<file path="config.mk">
export PLATFORM = sky130hd
export DESIGN_NAME = gdsc_supervisor
export DESIGN_NICKNAME = d
export VERILOG_FILES = /design/src/rtl/gdsc_pkg.sv /design/src/rtl/gdsc_tmr_if.sv /design/src/rtl/gdsc_timer.sv /design/src/rtl/gdsc_supervisor.sv
export SDC_FILE = /design/constraint.sdc
export NUM_CORES = 1
export LEC_CHECK = 0
export ABC_AREA = 1
export BUFFER_PORTS_ARGS = -buffer_cell sky130_fd_sc_hd__buf_2
export CORE_MARGIN = 2
export CORE_UTILIZATION = 55
export CTS_BUF_LIST = sky130_fd_sc_hd__clkbuf_16
export CTS_CLUSTER_SIZE = 25
export DETAILED_ROUTE_END_ITERATION = 10
export PLACE_DENSITY = 0.71
export SYNTH_ARGS = -nofsm -noshare
export SYNTH_HDL_FRONTEND = slang
export SYNTH_SLANG_ARGS = --single-unit
</file>
<file path="constraint.sdc">
create_clock -name clk_i -period 1.93 [get_ports clk_i]
set_clock_uncertainty 0.05 [all_clocks]
set_input_delay 0 -clock clk_i [delete_from_list [all_inputs] [get_ports clk_i]]
set_output_delay 0 -clock clk_i [all_outputs]
set_load 0.005 [all_outputs]
</file>
<file path="src/rtl/gdsc_pkg.sv">
// Package of shared timing constants for the gate driver short-circuit supervisor.
// Assumes a single 20 MHz core clock; every count below is derived from that rate.
package gdsc_pkg;
  // Core clock period in nanoseconds.
  localparam int unsigned CLK_PERIOD_NS = 50;
  // Qualification delay after a turn-on command; a least time, so it rounds up.
  localparam int unsigned QUAL_DELAY_NS = 8500;
  localparam int unsigned QUAL_CYC = (QUAL_DELAY_NS + CLK_PERIOD_NS - 1) / CLK_PERIOD_NS;
  // Dark acknowledge pulse on every command edge; treated as a least time.
  localparam int unsigned ACK_PULSE_NS = 900;
  localparam int unsigned ACK_CYC = (ACK_PULSE_NS + CLK_PERIOD_NS - 1) / CLK_PERIOD_NS;
  // Fault latch interval of one second, expressed in milliseconds.
  localparam int unsigned FAULT_HOLD_MS = 1000;
  localparam int unsigned FAULT_CYC = FAULT_HOLD_MS * (1000000 / CLK_PERIOD_NS);
  // Counter width that covers the longest interval.
  localparam int unsigned TMR_W = 25;
  // Reset values of the registered gate and status outputs.
  localparam logic GATE_RST = 1'h0;
  localparam logic STATUS_RST = 1'h0;
endpackage

</file>
<file path="src/rtl/gdsc_tmr_if.sv">
// Interface between the supervisor and its one-shot interval timers.
// Assumes both ends share the core clock; start is a one-cycle pulse, abort may be held as a level.
`timescale 1ns/1ps
`default_nettype none
interface gdsc_tmr_if #(
  parameter int unsigned W = 25
);
  logic start;
  logic abort;
  logic [W-1:0] load;
  logic busy;
  logic done;
  modport ctrl (output start, output abort, output load, input busy, input done);
  modport timer (input start, input abort, input load, output busy, output done);
endinterface
`default_nettype wire

</file>
<file path="src/rtl/gdsc_timer.sv">
// One-shot down-counting interval timer used for every delay of the supervisor.
// Assumes a synchronous active-high reset; done pulses exactly load cycles after start.
`timescale 1ns/1ps
`default_nettype none
module gdsc_timer #(
  parameter int unsigned W = 25
) (
  input wire logic clk_i,
  input wire logic rst_i,
  gdsc_tmr_if.timer tmr
);
  logic [W-1:0] cnt_r;
  logic [W-1:0] cnt_nxt;

  // Start reloads even while running, so a retrigger restarts the interval.
  always_comb begin
    cnt_nxt = cnt_r;
    if (tmr.start) begin
      cnt_nxt = tmr.load;
    end else if (tmr.abort) begin
      cnt_nxt = '0;
    end else if (cnt_r != '0) begin
      cnt_nxt = cnt_r - 1'b1;
    end
  end

  always_ff @(posedge clk_i) begin
    if (rst_i) begin
      cnt_r <= '0;
    end else begin
      cnt_r <= cnt_nxt;
    end
  end

  // Done marks the last counted cycle; an abort in that cycle suppresses it.
  assign tmr.busy = (cnt_r != '0);
  assign tmr.done = (cnt_r == {{(W-1){1'b0}}, 1'b1}) && !tmr.abort && !tmr.start;
endmodule
`default_nettype wire

</file>
<file path="src/rtl/gdsc_supervisor.sv">
// Short-circuit supervisor and command sequencer of a single-channel gate driver.
// Assumes all inputs are synchronous to clk_i and the comparator threshold is fixed in analog.
`timescale 1ns/1ps
`default_nettype none
module gdsc_supervisor #(
  parameter int unsigned FAULT_CYCLES = gdsc_pkg::FAULT_CYC
) (
  input wire logic clk_i,
  input wire logic rst_i,
  input wire logic cmd_light_i,
  input wire logic vce_high_i,
  input wire logic undervoltage_i,
  input wire logic mode_select_jumper_i,
  output logic gate_on_o,
  output logic status_light_o,
  output logic fault_o
);
  localparam int unsigned W = gdsc_pkg::TMR_W;

  gdsc_tmr_if #(.W(W)) qual_tmr ();
  gdsc_tmr_if #(.W(W)) fault_tmr ();
  gdsc_tmr_if #(.W(W)) ack_tmr ();

  // All three intervals share one counter design, all cleared by reset.
  gdsc_timer #(.W(W)) u_qual (.clk_i(clk_i), .rst_i(rst_i), .tmr(qual_tmr));
  gdsc_timer #(.W(W)) u_fault (.clk_i(clk_i), .rst_i(rst_i), .tmr(fault_tmr));
  gdsc_timer #(.W(W)) u_ack (.clk_i(clk_i), .rst_i(rst_i), .tmr(ack_tmr));

  logic cmd_prev_r;
  logic cmd_prev_nxt;
  logic armed_r;
  logic armed_nxt;
  logic fault_r;
  logic fault_nxt;
  logic gate_r;
  logic gate_nxt;
  logic status_r;
  logic status_nxt;
  logic cmd_rise;
  logic cmd_edge;
  logic indep_mode;
  logic sc_detect;

  // Jumper high means position 1-2, the autonomous shutdown mode.
  assign indep_mode = mode_select_jumper_i;
  assign cmd_rise = cmd_light_i && !cmd_prev_r;
  assign cmd_edge = cmd_light_i ^ cmd_prev_r;

  // Timer requests; a falling command abandons a pending qualification.
  assign qual_tmr.start = cmd_rise;
  assign qual_tmr.abort = !cmd_light_i;
  assign qual_tmr.load = W'(gdsc_pkg::QUAL_CYC);
  assign ack_tmr.start = cmd_edge;
  assign ack_tmr.abort = 1'b0;
  assign ack_tmr.load = W'(gdsc_pkg::ACK_CYC);
  assign fault_tmr.start = sc_detect;
  assign fault_tmr.abort = 1'b0;
  assign fault_tmr.load = W'(FAULT_CYCLES);

  // The comparator itself encodes the fixed threshold, so a high level is the fault.
  // It is looked at only at the qualification instant and while armed afterwards,
  // never during the switching transient. Overcurrent is deliberately not judged here.
  always_comb begin
    sc_detect = 1'b0;
    if (!fault_r && cmd_light_i && vce_high_i) begin
      sc_detect = qual_tmr.done || armed_r;
    end
  end

  // Next state of the sequencing flags and the registered outputs.
  always_comb begin
    cmd_prev_nxt = cmd_light_i;
    armed_nxt = armed_r;
    if (!cmd_light_i) begin
      armed_nxt = 1'b0;
    end else if (qual_tmr.done) begin
      armed_nxt = 1'b1;
    end
    fault_nxt = fault_r;
    if (sc_detect) begin
      fault_nxt = 1'b1;
    end else if (fault_tmr.done) begin
      fault_nxt = 1'b0;
    end
    // Light on, no undervoltage, and no latched fault in independent mode.
    gate_nxt = cmd_light_i && !undervoltage_i;
    if (indep_mode && (fault_r || sc_detect)) begin
      gate_nxt = 1'b0;
    end
    // Dark on fault, on any edge acknowledge, and on undervoltage as a malfunction.
    status_nxt = !(fault_nxt || cmd_edge || ack_tmr.busy || undervoltage_i);
  end

  always_ff @(posedge clk_i) begin
    if (rst_i) begin
      cmd_prev_r <= 1'b0;
      armed_r <= 1'b0;
      fault_r <= 1'b0;
      gate_r <= gdsc_pkg::GATE_RST;
      status_r <= gdsc_pkg::STATUS_RST;
    end else begin
      cmd_prev_r <= cmd_prev_nxt;
      armed_r <= armed_nxt;
      fault_r <= fault_nxt;
      gate_r <= gate_nxt;
      status_r <= status_nxt;
    end
  end

  assign gate_on_o = gate_r;
  assign status_light_o = status_r;
  assign fault_o = fault_r;

  // Helper state for the assertions only; it drives no output and is trimmed away in silicon.
  // Counting intervals here keeps the properties free of long repetitions.
  // The on counter holds cycles since the latest rising command edge and saturates.
  // The quiet counter holds cycles since the latest command edge of either sense.
  // The hold counter holds consecutive cycles with the fault latched.
  logic [7:0] on_cnt_r;
  logic [7:0] on_cnt_nxt;
  logic [7:0] quiet_cnt_r;
  logic [7:0] quiet_cnt_nxt;
  logic [W-1:0] hold_cnt_r;
  logic [W-1:0] hold_cnt_nxt;

  always_comb begin
    on_cnt_nxt = on_cnt_r;
    if (!cmd_light_i) begin
      on_cnt_nxt = 8'h00;
    end else if (cmd_rise) begin
      on_cnt_nxt = 8'h01;
    end else if (on_cnt_r != 8'hff) begin
      on_cnt_nxt = on_cnt_r + 8'h01;
    end
    quiet_cnt_nxt = quiet_cnt_r;
    if (cmd_edge) begin
      quiet_cnt_nxt = 8'h00;
    end else if (quiet_cnt_r != 8'hff) begin
      quiet_cnt_nxt = quiet_cnt_r + 8'h01;
    end
    hold_cnt_nxt = '0;
    if (fault_r) begin
      hold_cnt_nxt = hold_cnt_r + 1'b1;
    end
  end

  always_ff @(posedge clk_i) begin
    if (rst_i) begin
      on_cnt_r <= 8'h00;
      quiet_cnt_r <= 8'h00;
      hold_cnt_r <= '0;
    end else begin
      on_cnt_r <= on_cnt_nxt;
      quiet_cnt_r <= quiet_cnt_nxt;
      hold_cnt_r <= hold_cnt_nxt;
    end
  end

  a_gate_uv_block: assert property (@(posedge clk_i) disable iff (rst_i)
    undervoltage_i |=> !gate_on_o) else $error("Gate on during undervoltage.");
  a_gate_off_dark: assert property (@(posedge clk_i) disable iff (rst_i)
    !cmd_light_i |=> !gate_on_o) else $error("Gate on without command light.");
  a_gate_follow_cmd: assert property (@(posedge clk_i) disable iff (rst_i)
    cmd_light_i && !undervoltage_i && !fault_r && !sc_detect |=> gate_on_o)
    else $error("Gate failed to follow command.");
  a_indep_fault_off: assert property (@(posedge clk_i) disable iff (rst_i)
    indep_mode && fault_r |=> !gate_on_o) else $error("Gate on during latched fault.");
  a_host_keeps_on: assert property (@(posedge clk_i) disable iff (rst_i)
    !indep_mode && fault_r && cmd_light_i && !undervoltage_i |=> gate_on_o)
    else $error("Host mode gate dropped on fault.");
  a_fault_status_dark: assert property (@(posedge clk_i) disable iff (rst_i)
    fault_r |-> !status_light_o) else $error("Status lit during fault latch.");
  a_edge_ack_dark: assert property (@(posedge clk_i) disable iff (rst_i)
    $changed(cmd_light_i) |=> !status_light_o [*8]) else $error("Edge acknowledge too short.");
  a_no_early_fault: assert property (@(posedge clk_i) disable iff (rst_i)
    $rose(fault_r) |-> on_cnt_r > 8'(gdsc_pkg::QUAL_CYC))
    else $error("Fault before qualification.");
  a_qual_sample: assert property (@(posedge clk_i) disable iff (rst_i)
    qual_tmr.done && cmd_light_i && vce_high_i |=> fault_r) else $error("Missed short circuit.");
  a_latch_release: assert property (@(posedge clk_i) disable iff (rst_i)
    fault_r && fault_tmr.done |=> !fault_r) else $error("Fault not released at expiry.");
  a_fault_held: assert property (@(posedge clk_i) disable iff (rst_i)
    fault_r && fault_tmr.busy && !fault_tmr.done |=> fault_r) else $error("Fault dropped early.");
  // The shutdown path is bounded: qualification ends 170 cycles after the rising edge and the
  // gate falls one cycle later, inside the maximum short-circuit response delay.
  a_qual_instant: assert property (@(posedge clk_i) disable iff (rst_i)
    qual_tmr.done == (cmd_light_i && on_cnt_r == 8'(gdsc_pkg::QUAL_CYC)))
    else $error("Qualification instant misplaced.");
  a_resp_bound: assert property (@(posedge clk_i) disable iff (rst_i)
    indep_mode && qual_tmr.done && vce_high_i |=> !gate_on_o)
    else $error("Gate still on after qualified short circuit.");
  // Once armed in independent mode, a short circuit in the on state trips the gate at the next edge.
  a_armed_trip: assert property (@(posedge clk_i) disable iff (rst_i)
    indep_mode && armed_r && cmd_light_i && vce_high_i |=> !gate_on_o)
    else $error("Gate on after on-state short circuit.");
  // The latch must last exactly the configured interval, not one cycle more or less.
  a_fault_length: assert property (@(posedge clk_i) disable iff (rst_i)
    $fell(fault_r) |-> hold_cnt_r == W'(FAULT_CYCLES))
    else $error("Fault latch interval wrong.");
  // Quiet command, no undervoltage: either the status is lit or a fault is being reported.
  a_status_quiet_lit: assert property (@(posedge clk_i) disable iff (rst_i)
    quiet_cnt_r > 8'(gdsc_pkg::ACK_CYC) && $stable(cmd_light_i) && !undervoltage_i
    |=> status_light_o || fault_o)
    else $error("Status dark without cause.");
endmodule
`default_nettype wire

</file>
Yosys cells after proc, flatten, opt, wreduce, memory -nomap -nowiden

Cells that the tools add are included.

Register bits after elaboration: 80
Logic and storage cells: 58
Memory bits (writable): 0
Memories kept: 0
Latch bits: 0
Bits in read-only memories: 0

Eq/ne operators: 3
Reduce and logical (&&, ||, !) cells: 29
Muxes and demuxes: 10
Shift-type cells: 0
Bitwise operators: 2
$lt $le $gt $ge: 0
Div/mod/pow operators: 0
$mul: 0
$add $sub $neg: 3

Operators with widths:

| operator              | number |
|---|---|
| $reduce_bool 25->1    | 3 |
| $sub 25x1->25 const B | 3 |
| $eq 25x1->1 const B   | 2 |
| $mux 25               | 2 |
| $mux 8                | 3 |
| $mux 5                | 2 |
| $logic_and 1x1->1     | 8 |
| $reduce_or 2->1       | 4 |
| $logic_not 1->1       | 6 |
| $logic_or 1x1->1      | 5 |
| $reduce_bool 2->1     | 2 |
| $mux 1                | 3 |
| $ne 3x1->1 const B    | 1 |
| $reduce_or 3->1       | 1 |
| $not 1->1             | 1 |
| $xor 1x1->1           | 1 |

Longest topological paths before layout

Depth after elaboration: 14
Mapped depth: 11
Mapped depth without buffers: 11

Cells and area by module

From an unflattened synthesis, not the netlist that was laid out.

Cells, all modules: 1019
Area, all modules: 5860.6 µm²

By module, submodules not included:

| module          | sequential area each (µm²) | cells each | times used | area each (µm²) |
|---|---|---|---|---|
| gdsc_timer      | 500.5                      | 329        | 3          | 1875.5 |
| gdsc_supervisor | 100.1                      | 32         | 1          | 234.0 |

Least setup slack after synthesis

Ideal clock, no wire load.

Path type: reg2reg
Start: reg u_ack.cnt_r[0]
End: reg u_ack.cnt_r[13]
Period minus slack after synthesis: 1.577 ns
Arrival: 1.400 ns
Cell stages (with the launch flop): 9
Library setup time: 0.128 ns
Slack: 0.353 ns
Path buffers: 1
Path through: dfxtp_1 -> inv_1 -> ha_1 -> nand2_1 -> nor2_4 -> nand4_4 -> buf_2 -> nand2_1 -> nor2_1

Word-level cells in the longest chain between the ends: 1
Elaborated cells between the ends (all ways): 2

Ends and longest elaborated chain:

| what                                                | RTL line                           | source |
|---|---|---|
| start, declared                                     | gdsc_timer.sv:12                   | `logic [W-1:0] cnt_r;` |
| start signal, assigned                              | gdsc_timer.sv:31                   | `cnt_r <= cnt_nxt;` |
| $sub 25x1->25 or $reduce_bool 25->1 (tied branches) | gdsc_timer.sv:23, gdsc_timer.sv:22 |  |

Several ways; a longest one is shown, not always the timed one.
A chain may end at the register's enable or synchronous reset.

Worst setup path in the final report

Start: reg u_fault.cnt_r[13]
End: reg u_fault.cnt_r[0]

Word-level cells in the longest chain between the ends: 1

Ends and longest elaborated chain:

| what                   | RTL line |
|---|---|
| start, declared        | gdsc_timer.sv:12 |
| start signal, assigned | gdsc_timer.sv:31 |
| $reduce_bool 25->1     | - |

No other way between the ends.

==> metrics.cfg <==
[status]
run_status=finished, final reports clean

[timing]
finalWorstSetupSlack_ps=184.3
hold-worst-slack_ps=209.6
report.final.slew_viol_count=0
finalHoldViolations=0
max_freq_mhz=572.9
slew-limit-headroom_pct=57.23
grt_setup_unrepaired=no
tightestPinTransition_ps=640.9
timing.final.setup_violations=0
period_needed_ps=1746
timing.setup.tns_ps=0
fin_crit_sh_pct=90.45

[synth]
synth-main-ff-cell=sky130_fd_sc_hd__dfxtp_1
synthesis.yosys.warnings=0
top_cells_by_area_in_the_synthesized_netlist=sky130_fd_sc_hd__dfxtp_1 35%, sky130_fd_sc_hd__nor2_1 13%, sky130_fd_sc_hd__nand2_1 12%
synth_largest_type_area_fraction_pct=35.32
synth_area_mm2=0.004534
async_flop_share_pct=0
ys_seq_area_share_pct=35.32
netlist.top_cell.by_area=sky130_fd_sc_hd__dfxtp_1
post_synth.cell_area_avg_um2=6.870
yosys.cell_types.count=34
yosys_register_bits=80
synth.net_count=675
synth_edf_count=0
yosys-top-cells-count=154 x sky130_fd_sc_hd__nor2_1, 149 x sky130_fd_sc_hd__nand2_1, 80 x sky130_fd_sc_hd__dfxtp_1
netlist_instances=660
post-synth-top-count-cell=sky130_fd_sc_hd__nor2_1

[layout]
fraction_of_layout_cells_with_a_size_suffix_above_1_pct=11.11
insertedDiodeCount=0
nets=694
fin_cells=789
area_added_between_synthesis_and_finish_pct=11.62

[clock_tree]
clkSinkCount=80
cts.htree.levels=3
worstSkewPairLatency_ps=340
tritoncts=built
cts.reportedPaths.clkPinSlew_ps=60
cts-root-to-sink-buffers=2
clk_root_buffer_cell=sky130_fd_sc_hd__clkbuf_16
number_of_buffers_created_by_cts=9

[pwr]
finalPower_uw=9160
peakVddDrop_mv=0.9808
pwr_density_cell_mw_per_mm2=1810
power.leakage_uw=0.002392

[route]
route.detailed.vias_per_inst=5.120
drcViolationCount=0
met2_wirelength_um=4884
route.top_layer_used=met4
drt_iter0_markers=159
drtAntennaViolNets=0
detailroute.via_count=4040
wirelength_um=10010
wl_met1_um=4687
routed_wire_length_per_instance_um=12.69
detail_route.first_pass.iterations=5
met3_routed_wl_um=265

[placement]
globalplace.congestion=0.8904
dpl.cell_count=766
worst_setup_slack_after_placement_ps=129.2
hpwlAfterDp_um=7521
buffer_ports.inserted=8

[grt]
pin_count_of_the_biggest_net_entering_global_routing=27
grt_usage_pct=24.46
grt_pass1_vias=3919
number_of_antenna_violations_at_the_first_check_in_global_routing=0
grt_first_pass_wirelength_um=17380
grt_residual_overflow=0

[setup_path]
worstSetupStartpointType=flip-flop
critPathBufInv=1
setup.worst_path.end_class=flip-flop
critical-path-top-delay-family=simple AND/OR/NAND/NOR gates
path_common_cell=sky130_fd_sc_hd__nand2_1
crit_arrival_ps=1970
cp_required_ps=2150
critical_path_class=flip-flop to flip-flop
critical_path.cell_chain=nor2_1, nand2_1, nor2_4, nand4_4, inv_1, nand2_1, a21oi_1
slowest_cell_on_the_critical_path=sky130_fd_sc_hd__nand4_4
timing.critical_path.fanout_max=26
slowest_delay_ps=370

[floorplan]
io-pin-count=9
design.die.area_mm2=0.008986
initial_utilization_pct=56.03
die_h_um=94.80
core_region_area_mm2=0.008093
die_x_um=94.80
num_rows=33

[run]
drv_cap=0

[min_path]
path_class_of_the_lowest_slack_min_delay_path=input pin to flip-flop

[state kept, by name, summed over array words and instances, names as in the netlist]
signal,flops
status_light_o,1
cmd_prev_r,1
u_qual.cnt_r,25
fault_o,1
u_fault.cnt_r,25
armed_r,1
u_ack.cnt_r,25
gate_on_o,1
[worst register-to-register path, cell delays in order (launching register included)]
cell and delay (ps):
sky130_fd_sc_hd__dfxtp_1 360, sky130_fd_sc_hd__nor2_1 170, sky130_fd_sc_hd__nand2_1 130, sky130_fd_sc_hd__nor2_4 220, sky130_fd_sc_hd__nand4_4 370, sky130_fd_sc_hd__inv_1 190
sky130_fd_sc_hd__nand2_1 70, sky130_fd_sc_hd__a21oi_1 130
[layout make-up]
type / count / area [um2]
Inverter: 62 / 234.0
Tap cell: 105 / 131.4
Sequential cell: 80 / 1602
Clock inverter: 7 / 80.08
Clock buffer: 9 / 225.2
Multi-Input combinational cell: 506 / 2634
Fill cell: 758 / 3032
Timing Repair Buffer: 20 / 155.1
[report_power, final]
part           total (uW)  internal (uW)  switching (uW)  leakage [uW]
Sequential           2370           2040             327      0.000653
Combinational        5040           1860            3180       0.00160
Clock                1750           1020             737      0.000143
[layer usage]
layer,vias up,GRT usage [%]
met1,1848,30.27
met4,0,8.937
met5,-,0
met2,60,42.79
li1,2115,-
met3,17,3.831
[repair_timing]
action,4_1_cts,5_1_grt
setup buffers,0,2
gates resized for setup,0,1
setup endpoints to repair,0,4
hold endpoints to repair,7,0
hold buffers,5,0
[cells by family after synthesis]
| logic type | count (synthesis) | synth area share (%) |
|---|---|---|
| AO/OA/AOI/OAI | 35 | 4.746 |
| XOR/XNOR | 52 | 10.04 |
| adder cells (fa/ha/maj) | 9 | 2.483 |
| buffers and inverters | 74 | 6.760 |
| flip-flops | 80 | 35.32 |
| AND/OR/NAND/NOR | 410 | 40.65 |
[placed cells by master, fill, tap and decap left out, types with 3 or more instances in the layout]
cell type,Yosys,final
sky130_fd_sc_hd__nand3b_1,3,3
sky130_fd_sc_hd__nand2_1,149,149
sky130_fd_sc_hd__a21oi_2,8,8
sky130_fd_sc_hd__dlygate4sd3_1,0,5
sky130_fd_sc_hd__nor3_2,3,3
sky130_fd_sc_hd__clkbuf_16,0,9
sky130_fd_sc_hd__nand4_1,7,7
sky130_fd_sc_hd__inv_1,60,60
sky130_fd_sc_hd__nor3_1,14,14
sky130_fd_sc_hd__a21oi_1,15,15
sky130_fd_sc_hd__xor2_1,21,21
sky130_fd_sc_hd__ha_1,9,9
sky130_fd_sc_hd__o21ai_0,7,7
sky130_fd_sc_hd__xnor2_1,31,31
sky130_fd_sc_hd__nand2_4,3,3
sky130_fd_sc_hd__nor2_2,11,11
sky130_fd_sc_hd__nand3_1,48,48
sky130_fd_sc_hd__buf_4,0,6
sky130_fd_sc_hd__buf_2,4,8
sky130_fd_sc_hd__nor2_4,5,5
sky130_fd_sc_hd__dfxtp_1,80,80
sky130_fd_sc_hd__nor2_1,154,154
sky130_fd_sc_hd__nand2_2,4,4
[metrics by stage]
step	utilization, %	area [um2]
final	62.54	5061
after global routing	62.54	5061
after CTS	62.11	5026
after detailed placement	57.71	4671
after global placement	57.71	4671
after floorplan	-	4534
[path summary, 6_finish.rpt]
kind | endpoint | start | slack, ps | cells past startpoint
worst min-delay path | u_fault.cnt_r[16]$_SDFFE_PP0P_ | vce_high_i | 210 | 4
worst max register to register | u_fault.cnt_r[0]$_SDFFE_PP0P_ | u_fault.cnt_r[13]$_SDFFE_PP0P_ | 180 | 7
worst max-delay path | u_fault.cnt_r[0]$_SDFFE_PP0P_ | u_fault.cnt_r[13]$_SDFFE_PP0P_ | 180 | 7
worst min register to register | u_fault.cnt_r[1]$_SDFFE_PP0P_ | u_fault.cnt_r[1]$_SDFFE_PP0P_ | 420 | 2
(Power assumes the default switching activity.)
